--- src/hdl/recorder_pkg.sv ---
// Purpose: shared constants and types for the recorder command sequencer
// Assumes: 100 MHz core clock, nibble-wide host bus
// Notes:   delays count scaled microseconds, nominal at 8 kHz sampling
package recorder_pkg;

	// ----------------------------------------------------------------
	// clock and sampling rates
	// ----------------------------------------------------------------
	localparam int CLK_PERIOD_NS = 10;
	localparam int US_NS         = 1000;
	localparam int US_CYC        = US_NS / CLK_PERIOD_NS;
	// rates in tenths of kHz; nominal rate gives the unscaled timings
	localparam int NOM_RATE = 80;
	localparam int RATE_0   = 80;
	localparam int RATE_1   = 64;
	localparam int RATE_2   = 53;
	localparam int RATE_3   = 40;

	// ----------------------------------------------------------------
	// timings in scaled microseconds
	// ----------------------------------------------------------------
	localparam logic [9:0] T_CMD_US       = 10'h010; // 16
	localparam logic [9:0] T_LONG_US      = 10'h10E; // 270
	localparam logic [9:0] T_DATA_US      = 10'h032; // 50
	localparam logic [9:0] T_RESET_US     = 10'h07D; // 125
	localparam logic [9:0] T_ADDR_US      = 10'h3E8; // 1000
	localparam logic [9:0] T_EXT_START_US = 10'h0C8; // 200
	localparam logic [9:0] T_EXT_HI_US    = 10'h01F; // 31
	localparam logic [9:0] T_EXT_LO_US    = 10'h05E; // 94
	localparam logic [9:0] T_EXT_END_US   = 10'h0C8; // 200

	// ----------------------------------------------------------------
	// command codes, counts, status layout, reset values
	// ----------------------------------------------------------------
	localparam logic [3:0] CMD_NOP   = 4'h0;
	localparam logic [3:0] CMD_PAUSE = 4'h1;
	localparam logic [3:0] CMD_PLAY  = 4'h2;
	localparam logic [3:0] CMD_REC   = 4'h3;
	localparam logic [3:0] CMD_START = 4'h4;
	localparam logic [3:0] CMD_STOP  = 4'h5;
	localparam logic [3:0] CMD_SAMP  = 4'h6;
	localparam logic [3:0] CMD_CHANNEL_SELECT_CMD  = 4'h7;
	localparam logic [3:0] CMD_VDS   = 4'h8;
	localparam logic [3:0] CMD_ADDRESS_WRITE_CMD = 4'h9;
	localparam logic [3:0] CMD_ADDRESS_READ_CMD = 4'hA;
	localparam logic [3:0] CMD_DIRECT_TRANSFER_CMD  = 4'hB;
	localparam logic [3:0] CMD_EXT   = 4'hC;
	localparam logic [2:0] ADDR_LAST  = 3'h7;
	localparam logic [2:0] XADDR_LAST = 3'h2;
	localparam int ST_BUSY_BIT = 0;
	localparam int ST_RP_BIT   = 1;
	localparam int ST_VP_BIT   = 2;

	typedef enum logic [3:0] {
		ST_IDLE, ST_ADR_WR, ST_ADR_RD, ST_DT_ADDR, ST_DT_RUN,
		ST_ADDR_START, ST_RUN, ST_VSTBY, ST_PAUSED, ST_ADDR_END,
		ST_EXT_WAIT, ST_EXT_HI, ST_EXT_LO, ST_EXT_END
	} seq_e;

	typedef struct packed {
		logic       ce_n;
		logic       rd_n;
		logic       wr_n;
		logic [3:0] data;
	} host_pins_s;

	typedef struct packed {
		logic [1:0]  ce_s;
		logic [2:0]  rd_s;
		logic [2:0]  wr_s;
		logic [7:0]  din_s;
		logic [3:0]  strap_s;
		seq_e        st;
		logic        mode_play;
		logic        dt_data;
		logic        pend;
		logic [3:0]  pend_cmd;
		logic [1:0]  rate;
		logic [1:0]  channel_select_cmd;
		logic [1:0]  vd;
		logic [2:0]  nib;
		logic [31:0] addr;
		logic [7:0]  pre;
		logic [9:0]  tmr;
		logic [9:0]  busy_t;
		logic        rp;
		logic        vp;
		logic        act;
		logic [3:0]  dout;
		logic        doe;
		logic [3:0]  word;
		logic        stb;
	} ctl_s;

	localparam ctl_s CTL_RST = '{
		ce_s: 2'h3, rd_s: 3'h7, wr_s: 3'h7, st: ST_IDLE,
		busy_t: T_RESET_US, default: '0
	};

endpackage

--- src/hdl/recorder_command_sequencer.sv ---
// Purpose: command interpreter and sequencer of the voice recorder core
// Assumes: host pins are asynchronous; straps are slow levels
// Notes:   all delays tick on a prescaler that follows the sample rate
// Functional notes
// RQ1: start raises, stop drops the activity indicator within 1 ms.
// RQ2: start sets the record/play flag within 16 us.
// RQ3: start with voice trigger enabled sets voice/pause flag within 16 us.
// RQ4: stop during voice standby releases standby within 500 us.
// RQ5: pause during record or play sets voice/pause flag within 16 us.
// RQ6: start or stop while paused clears voice/pause flag within 500 us.
// RQ7: host waits 16 us after transfer command, low, middle nibbles; 270 upper.
// RQ8: host waits 16 us after record and stop in direct transfer.
// RQ9: host waits 50 us after data word and play in direct transfer.
// RQ10: external-data command raises activity between 125 and 330 us.
// RQ11: external mode pulses activity each sample, 31 us high, 94 low.
// RQ12: host completes its data strobe within 120 us of each rise.
// RQ13: host waits 16 us from last data write to stop.
// RQ14: external stop raises activity within 100 us, ends within 250 us.
// RQ15: about 1 ms of address handling at start and at record end.
// RQ16: all command delays scale with the sampling period.
// RQ17: looping playback only with exactly one serial memory attached.
// RQ18: simple commands take one nibble; rate, channel, voice detect take two.
// RQ19: address write: host checks busy, then sends nibbles two to nine.
// RQ20: address read: busy cannot be polled; host times each read.
// RQ21: address read: 270 us before first read, 50 us between reads.
// RQ22: busy, record/play and voice/pause flags are read as a status nibble.
`timescale 1ns/1ps
module recorder_command_sequencer
	import recorder_pkg::*;
#(
	parameter int US_CYCLES = recorder_pkg::US_CYC
)
(
	// clock, reset, enable
	input  wire logic                    core_clk_in,
	input  wire logic                    reset_n_in,
	input  wire logic                    clk_en_in,
	// host nibble bus
	input  wire recorder_pkg::host_pins_s host_in,
	output logic [3:0]                   data_out,
	output logic                         data_oe_out,
	// straps and datapath side
	input  wire logic                    single_mem_in,
	input  wire logic                    repeat_in,
	input  wire logic                    voice_detected_in,
	input  wire logic                    mem_end_in,
	input  wire logic [3:0]              mem_rdata_in,
	input  wire logic [3:0]              adpcm_in,
	// sequencer outputs
	output logic                         activity_indicator_out,
	output logic [3:0]                   word_out,
	output logic                         word_stb_out,
	output logic [31:0]                  addr_out,
	output logic [1:0]                   rate_out,
	output logic [1:0]                   channel_out,
	output logic [1:0]                   vd_level_out,
	output logic                         play_mode_out
);
	import recorder_pkg::*;

	ctl_s       q;
	ctl_s       n;
	logic       tick;
	logic       wr_ev;
	logic       rd_fall;
	logic       rd_rise;
	logic       ext_st;
	logic       data_wr;
	logic       cmd_ev;
	logic       loop_ok;
	logic [3:0] wdat;

	// ----------------------------------------------------------------
	// scaled microsecond prescaler reload
	// ----------------------------------------------------------------
	function automatic logic [7:0] rate_reload(input logic [1:0] r);
		int d;
		case (r)
			2'h1:    d = RATE_1;
			2'h2:    d = RATE_2;
			2'h3:    d = RATE_3;
			default: d = RATE_0;
		endcase
		return 8'(US_CYCLES * NOM_RATE / d);
	endfunction

	// ----------------------------------------------------------------
	// bus events
	// ----------------------------------------------------------------
	assign tick    = (q.pre == 8'h00);
	assign wdat    = q.din_s[7:4];
	assign wr_ev   = q.wr_s[1] & ~q.wr_s[2] & ~q.ce_s[1];
	assign rd_fall = ~q.rd_s[1] & q.rd_s[2] & ~q.ce_s[1];
	assign rd_rise = q.rd_s[1] & ~q.rd_s[2];
	assign loop_ok = q.strap_s[3] & q.strap_s[2];
	assign ext_st  = (q.st == ST_EXT_WAIT) || (q.st == ST_EXT_HI)
		|| (q.st == ST_EXT_LO);
	assign data_wr = wr_ev && (wdat != CMD_STOP) && !q.pend
		&& (((q.st == ST_DT_RUN) && q.dt_data) || (ext_st && q.mode_play));
	assign cmd_ev  = wr_ev && !q.pend && !data_wr
		&& (q.st != ST_ADR_WR) && (q.st != ST_DT_ADDR);

	// ----------------------------------------------------------------
	// next state
	// ----------------------------------------------------------------
	always_comb
	begin
		logic fin;
		fin = 1'b0;
		n = q;
		n.stb = 1'b0;
		n.ce_s = {q.ce_s[0], host_in.ce_n};
		n.rd_s = {q.rd_s[1:0], host_in.rd_n};
		n.wr_s = {q.wr_s[1:0], host_in.wr_n};
		n.din_s = {q.din_s[3:0], host_in.data};
		n.strap_s = {q.strap_s[1:0], single_mem_in, repeat_in};
		n.pre = tick ? rate_reload(q.rate) - 8'h01 : q.pre - 8'h01; // RQ16
		if (tick && q.tmr != 10'h000)
			n.tmr = q.tmr - 10'h001;
		if (tick && q.busy_t != 10'h000)
			n.busy_t = q.busy_t - 10'h001;

		// host reads: status unless a data path owns the bus
		if (rd_fall)
		begin
			n.doe = 1'b1;
			n.dout = 4'h0;
			n.dout[ST_BUSY_BIT] = (q.busy_t != 10'h000); // RQ22
			n.dout[ST_RP_BIT] = q.rp;
			n.dout[ST_VP_BIT] = q.vp;
			if (q.st == ST_ADR_RD)
				n.dout = q.addr[{q.nib, 2'b00} +: 4]; // RQ20
			else if (q.st == ST_DT_RUN && q.mode_play)
				n.dout = mem_rdata_in;
			else if (ext_st && !q.mode_play)
				n.dout = adpcm_in; // RQ12
		end
		if (rd_rise)
		begin
			n.doe = 1'b0;
			if (q.st == ST_ADR_RD)
			begin
				n.nib = q.nib + 3'h1;
				if (q.nib == ADDR_LAST)
					n.st = ST_IDLE;
			end
		end

		// timed sequencing
		case (q.st)
			ST_ADDR_START:
				if (q.tmr == 10'h000)
				begin
					n.act = 1'b1; // RQ1
					n.st = ST_RUN;
				end
			ST_VSTBY:
				if (voice_detected_in)
				begin
					n.vp = 1'b0;
					n.rp = 1'b1;
					n.st = ST_ADDR_START;
					n.tmr = T_ADDR_US;
				end
			ST_RUN:
				if (mem_end_in)
				begin
					if (q.mode_play && loop_ok)
					begin
						n.st = ST_ADDR_START; // RQ17
						n.tmr = T_ADDR_US;
					end
					else
						fin = 1'b1;
				end
			ST_ADDR_END:
				if (q.tmr == 10'h000)
				begin
					n.rp = 1'b0;
					n.st = ST_IDLE;
				end
			ST_EXT_WAIT:
				if (q.tmr == 10'h000)
				begin
					n.act = 1'b1; // RQ10
					n.st = ST_EXT_HI;
					n.tmr = T_EXT_HI_US;
				end
			ST_EXT_HI:
				if (q.tmr == 10'h000)
				begin
					n.act = 1'b0; // RQ11
					n.st = ST_EXT_LO;
					n.tmr = T_EXT_LO_US;
				end
			ST_EXT_LO:
				if (q.tmr == 10'h000)
				begin
					n.act = 1'b1; // RQ11
					n.st = ST_EXT_HI;
					n.tmr = T_EXT_HI_US;
				end
			ST_EXT_END:
				if (q.tmr == 10'h000)
				begin
					n.act = 1'b0;
					n.rp = 1'b0;
					n.st = ST_IDLE;
				end
			default:
				n.st = n.st;
		endcase

		// second nibble of a two-nibble command
		if (wr_ev && q.pend)
		begin
			n.pend = 1'b0; // RQ18
			n.busy_t = T_CMD_US;
			case (q.pend_cmd)
				CMD_SAMP: n.rate = wdat[1:0];
				CMD_CHANNEL_SELECT_CMD: n.channel_select_cmd = wdat[1:0];
				default:  n.vd = wdat[1:0];
			endcase
		end

		// address nibbles of address write and direct transfer
		if (wr_ev && !q.pend && q.st == ST_ADR_WR)
		begin
			n.addr[{q.nib, 2'b00} +: 4] = wdat; // RQ19
			n.busy_t = T_DATA_US;
			n.nib = q.nib + 3'h1;
			if (q.nib == ADDR_LAST)
				n.st = ST_IDLE;
		end
		if (wr_ev && !q.pend && q.st == ST_DT_ADDR)
		begin
			n.addr[{q.nib, 2'b00} +: 4] = wdat;
			n.nib = q.nib + 3'h1;
			n.busy_t = T_CMD_US; // RQ7
			if (q.nib == XADDR_LAST)
			begin
				n.busy_t = T_LONG_US; // RQ7
				n.st = ST_DT_RUN;
			end
		end

		// data words of direct transfer and external playback
		if (data_wr)
		begin
			n.word = wdat;
			n.stb = 1'b1;
			n.busy_t = ext_st ? T_CMD_US : T_DATA_US; // RQ9 RQ13
		end

		// single-nibble and leading command nibbles
		if (cmd_ev)
		begin
			n.busy_t = T_CMD_US; // RQ8
			case (wdat)
				CMD_REC:
				begin
					n.mode_play = 1'b0;
					n.dt_data = (q.st == ST_DT_RUN);
				end
				CMD_PLAY:
				begin
					n.mode_play = 1'b1;
					if (q.st == ST_DT_RUN)
						n.busy_t = T_DATA_US; // RQ9
				end
				CMD_START:
					if (q.st == ST_IDLE && q.vd != 2'h0)
					begin
						n.vp = 1'b1; // RQ3
						n.st = ST_VSTBY;
					end
					else if (q.st == ST_IDLE)
					begin
						n.rp = 1'b1; // RQ2
						n.st = ST_ADDR_START;
						n.tmr = T_ADDR_US; // RQ15
					end
					else if (q.st == ST_PAUSED)
					begin
						n.vp = 1'b0; // RQ6
						n.st = ST_RUN;
					end
				CMD_STOP:
					if (q.st == ST_VSTBY)
					begin
						n.vp = 1'b0; // RQ4
						n.rp = 1'b0;
						n.st = ST_IDLE;
					end
					else if (ext_st)
					begin
						n.act = 1'b1; // RQ14
						n.st = ST_EXT_END;
						n.tmr = T_EXT_END_US; // RQ14
					end
					else if (q.st == ST_DT_RUN)
					begin
						n.dt_data = 1'b0;
						n.st = ST_IDLE;
					end
					else if (q.st == ST_RUN || q.st == ST_PAUSED
						|| q.st == ST_ADDR_START)
						fin = 1'b1; // RQ6
				CMD_PAUSE:
					if (q.st == ST_RUN)
					begin
						n.vp = 1'b1; // RQ5
						n.st = ST_PAUSED;
					end
				CMD_SAMP, CMD_CHANNEL_SELECT_CMD, CMD_VDS:
				begin
					n.pend = 1'b1; // RQ18
					n.pend_cmd = wdat;
				end
				CMD_ADDRESS_WRITE_CMD, CMD_ADDRESS_READ_CMD:
					if (q.st == ST_IDLE)
					begin
						n.busy_t = T_LONG_US; // RQ21
						n.nib = 3'h0;
						n.st = (wdat == CMD_ADDRESS_WRITE_CMD) ? ST_ADR_WR : ST_ADR_RD;
					end
				CMD_DIRECT_TRANSFER_CMD:
					if (q.st == ST_IDLE)
					begin
						n.nib = 3'h0;
						n.dt_data = 1'b0;
						n.st = ST_DT_ADDR;
					end
				CMD_EXT:
					if (q.st == ST_IDLE)
					begin
						n.rp = 1'b1;
						n.st = ST_EXT_WAIT;
						n.tmr = T_EXT_START_US; // RQ10
					end
				default:
					n.busy_t = T_CMD_US;
			endcase
		end

		// end of a record or playback run
		if (fin)
		begin
			n.act = 1'b0; // RQ1
			n.vp = 1'b0;
			if (!q.mode_play)
			begin
				n.st = ST_ADDR_END;
				n.tmr = T_ADDR_US; // RQ15
			end
			else
			begin
				n.rp = 1'b0;
				n.st = ST_IDLE;
			end
		end
	end

	always_ff @(posedge core_clk_in or negedge reset_n_in)
	begin
		if (!reset_n_in)
			q <= CTL_RST;
		else if (clk_en_in)
			q <= n;
	end

	// ----------------------------------------------------------------
	// outputs
	// ----------------------------------------------------------------
	assign data_out               = q.dout;
	assign data_oe_out            = q.doe;
	assign activity_indicator_out = q.act;
	assign word_out               = q.word;
	assign word_stb_out           = q.stb;
	assign addr_out               = q.addr;
	assign rate_out               = q.rate;
	assign channel_out            = q.channel_select_cmd;
	assign vd_level_out           = q.vd;
	assign play_mode_out          = q.mode_play;
endmodule

--- config.mk ---
export PLATFORM = sky130hd
export DESIGN_NAME = recorder_command_sequencer
export DESIGN_NICKNAME = d
export VERILOG_FILES = /design/src/hdl/recorder_pkg.sv /design/src/hdl/recorder_command_sequencer.sv
export SDC_FILE = /design/constraint.sdc
export NUM_CORES = 1
export LEC_CHECK = 0
export BUFFER_PORTS_ARGS = -buffer_cell sky130_fd_sc_hd__buf_2
export CORE_MARGIN = 10
export CORE_UTILIZATION = 44
export CTS_CLUSTER_SIZE = 20
export DETAILED_ROUTE_END_ITERATION = 16
export PLACE_DENSITY = 0.68
export SYNTH_ARGS = -nofsm -noshare
export SYNTH_HDL_FRONTEND = slang
export SYNTH_SLANG_ARGS = --single-unit
--- constraint.sdc ---
create_clock -name core_clk_in -period 2.4 [get_ports core_clk_in]
set_clock_uncertainty 0.15 [all_clocks]
set_input_delay 0.36 -clock core_clk_in [delete_from_list [all_inputs] [get_ports core_clk_in]]
set_output_delay 0.36 -clock core_clk_in [all_outputs]
set_load 0.02 [all_outputs]
==> results.ini <==
[sta]
tightest_slew_ns=0.5943
maxSlewViolCount=0
min_period_over_period_pct=101.8
relSlewSlack_pct=60.30
finalSetupTns_ns=-0.04391
hold_viol_final=0
period_needed_ns=2.444
setup_ws_ns=-0.04391
setup_viol=1
max_clock_freq_mhz=409.2
rsz0062_at_grt=yes

[setup_path]
crit_chain=inv_2 -> ha_4 -> or4b_4 -> nor3_4 -> buf_4 -> o221ai_4 -> nor3_2 -> nor2_1 -> a32o_2
cp_slowest_cell=or4b_4
critPathMaxStageDelay_ns=0.50
path_max_fanout=5
r2r_setup_slack_ns=-0.04
crit_path_start_kind=flip-flop
path_class=flip-flop to flip-flop
critPathRequiredTime_ns=2.55
cp.arrival_ns=2.59
end_kind=flip-flop

[finish]
mostFrequentLayoutCells=111 x buf_4, 97 x dfrtp_1, 76 x nand2_1
nFillCells=1370
antennaDiodeCount=0
layout-drive-gt1-share_pct=41.36
syn2layout_area_growth_pct=27.83
fin_area_mm2=0.009027
layout_commonest_cell=buf_4
final-instance-count-excl-fill=1096
nNetsFinal=904

[global_route]
grt_pass1_vias=6246
antenna_found_initial=0
grt_util_all_layers_pct=19.28
grt_first_pass_wirelength_um=33470
grt_max_degree=39
overflow=0

[synthesis]
synthCells=741
yosysWarnings=0
netlist_area_mm2=0.007062
avgSynthCellArea_um2=9.530
ys_types=78
synth-async-reset-ratio_pct=100.0
synth-main-ff-cell=dfrtp_1
ys_seq_elements=113
synth_edf_count=0
syn_nets=776
ys_seq_area_share_pct=40.29

[pwr]
p_per_area_mw_per_mm2=923.3
leakagePower_uw=0.004112
clkPwrFrac_pct=30.7
comb_power_share_pct=37.2
p_sw_uw=2948
p_int_uw=5387
ir_drop_mv=0.6542
pwr-share-seq_pct=32.1
p_sw_share_pct=35.37

[detailed_routing]
drcViolationCount=0
avgRoutedWirePerCell_um=19.60
vias=6314
drtIter0Drc=596
via_per_inst=5.761
wl_um=21480
drt_pass1_iterations=5
ant_nets=0

[cts]
cts_tree=yes
cts_root_buffer=clkbuf_16
cts_made_buffers=17
path_clk_slew_ns=0.05
cts_buffer_depth=2
clkLatencyLatePin_ns=0.42
htreeDepth=4
clock-sinks=113

[floorplanning]
die_w_um=146.7
ios=72
start_util_pct=44.62
rows=46
die_h_um=146.7
die_area_mm2=0.02152
core_mm2=0.01583

[place]
hpwlAfterDp_um=15390
port_buffers=71
dp.cells=1057
postPlaceCellArea_mm2=0.008061
place_ws_ns=-0.1002
globalplace.congestion=0.9942

[min_path]
hold_path.class=input port to flip-flop

[run]
drv_cap=0

[run_status]
outcome=finished, violations left
violations=setup timing

## cell type report
type / count / area [um2] / share of cell area [%]
Clock buffer: 20 / 456.7 / 5.059
Multi-Input combinational cell: 521 / 3925 / 43.48
Tap cell: 216 / 270.3 / 2.994
Sequential cell: 113 / 2848 / 31.55
Clock inverter: 10 / 136.4 / 1.511
Inverter: 27 / 101.3 / 1.123
Timing Repair Buffer: 189 / 1290 / 14.29
## kinds of logic after synthesis
family | after synthesis | synth area share [%]
flip-flops | 113 | 40.29
buffers and inverters | 107 | 8.345
AO/OA/AOI/OAI | 166 | 15.40
multiplexers | 73 | 12.99
adder cells (fa/ha/maj) | 13 | 2.303
AND/OR/NAND/NOR | 263 | 19.93
XOR/XNOR | 6 | 0.7441
## Yosys cell counts, drive strengths merged (5+ instances only)
library cell	n	area (um2)
a22o	5	43.79
inv	27	101.3
nand2b	5	31.28
nor2b	9	56.30
a32oi	5	43.79
o31ai	6	45.04
mux2i	5	50.05
mux2	60	686.9
ha	13	162.7
nand3	32	160.2
or3	5	31.28
mux4	8	180.2
nand3b	8	63.81
dfrtp	99	2477
nand4	8	50.05
buf	59	407.9
dfstp	14	367.9
or4	5	37.54
clkbuf	21	80.07
and2	9	56.31
o21ai	52	260.3
nand2	77	289.0
a211oi	7	52.55
nor3	16	96.35
nor3b	6	45.04
nor4	8	68.82
nor4b	6	52.55
a21oi	30	150.1
a31oi	12	75.07
nor2	47	178.9
or2	5	31.28
## registers in the layout, indices dropped and copies added, names as in the netlist
name / flops
word_stb_out: 1
word_out: 4
n: 11
data_oe_out: 1
activity_indicator_out: 1
vd_level_out: 2
channel_out: 2
addr_out: 32
q: 52
play_mode_out: 1
rate_out: 2
data_out: 4
## worst max-delay path: cells and delay by family (launching register included)
family                   cells  cell delay, ns
AO/OA/AOI/OAI                2            0.39
flip-flops                   1            0.39
AND/OR/NAND/NOR              4            1.00
buffers and inverters        2            0.27
adder cells (fa/ha/maj)      1            0.13
## per-layer routing
| metal | routed length (um) | global-route usage (%) | share of wire (%) |
|---|---|---|---|
| met5 | 0 | 0 | 0 |
| met1 | 9266 | 24.89 | 43 |
| met2 | 10370 | 30.71 | 48 |
| met3 | 1403 | 4.574 | 6.5 |
| met4 | 435 | 7.007 | 2.0 |
## power by group through the flow
stage	registers [uW]	logic, uW	clock network (uW)
after floorplan	2620	1750	0
after global placement	2640	2720	0
after detailed placement	2660	2750	0
after CTS	2640	2810	2590
after global routing	2720	3360	2670
final	2670	3100	2560
## final timing paths
check,startpoint,endpoint,cells past startpoint
setup / recovery,q[24]$_DFFE_PN0P_,q[23]$_DFFE_PN0P_,9
hold / removal,repeat_in,n[95]$_DFFE_PN0P_,2
max in group asynchronous,reset_n_in,q[89]$_DFFE_PN0P_,3
setup reg to reg,q[24]$_DFFE_PN0P_,q[23]$_DFFE_PN0P_,9
hold reg to reg,data_out[1]$_DFFE_PN0P_,data_out[1]$_DFFE_PN0P_,2
min in group asynchronous,reset_n_in,q[37]$_DFFE_PN0P_,2
## stage by stage
step,total power (uW),hold slack [ns],util [%]
after floorplan,4365,-0.08559,-
after global placement,5363,0.2382,50.93
after detailed placement,5410,0.2367,50.93
after CTS,8037,0.004908,54.92
after global routing,8743,0.01405,57.04
final,8335,0.01467,57.04
## repair_timing
action	CTS	global route
hold endpoints to repair	28	0
buffers inserted	0	8
setup endpoints to repair	8	58
hold buffers	1	0
pin swaps	2	18
gates resized for setup	5	68
Note: power is estimated with default switching activity, not from simulation.
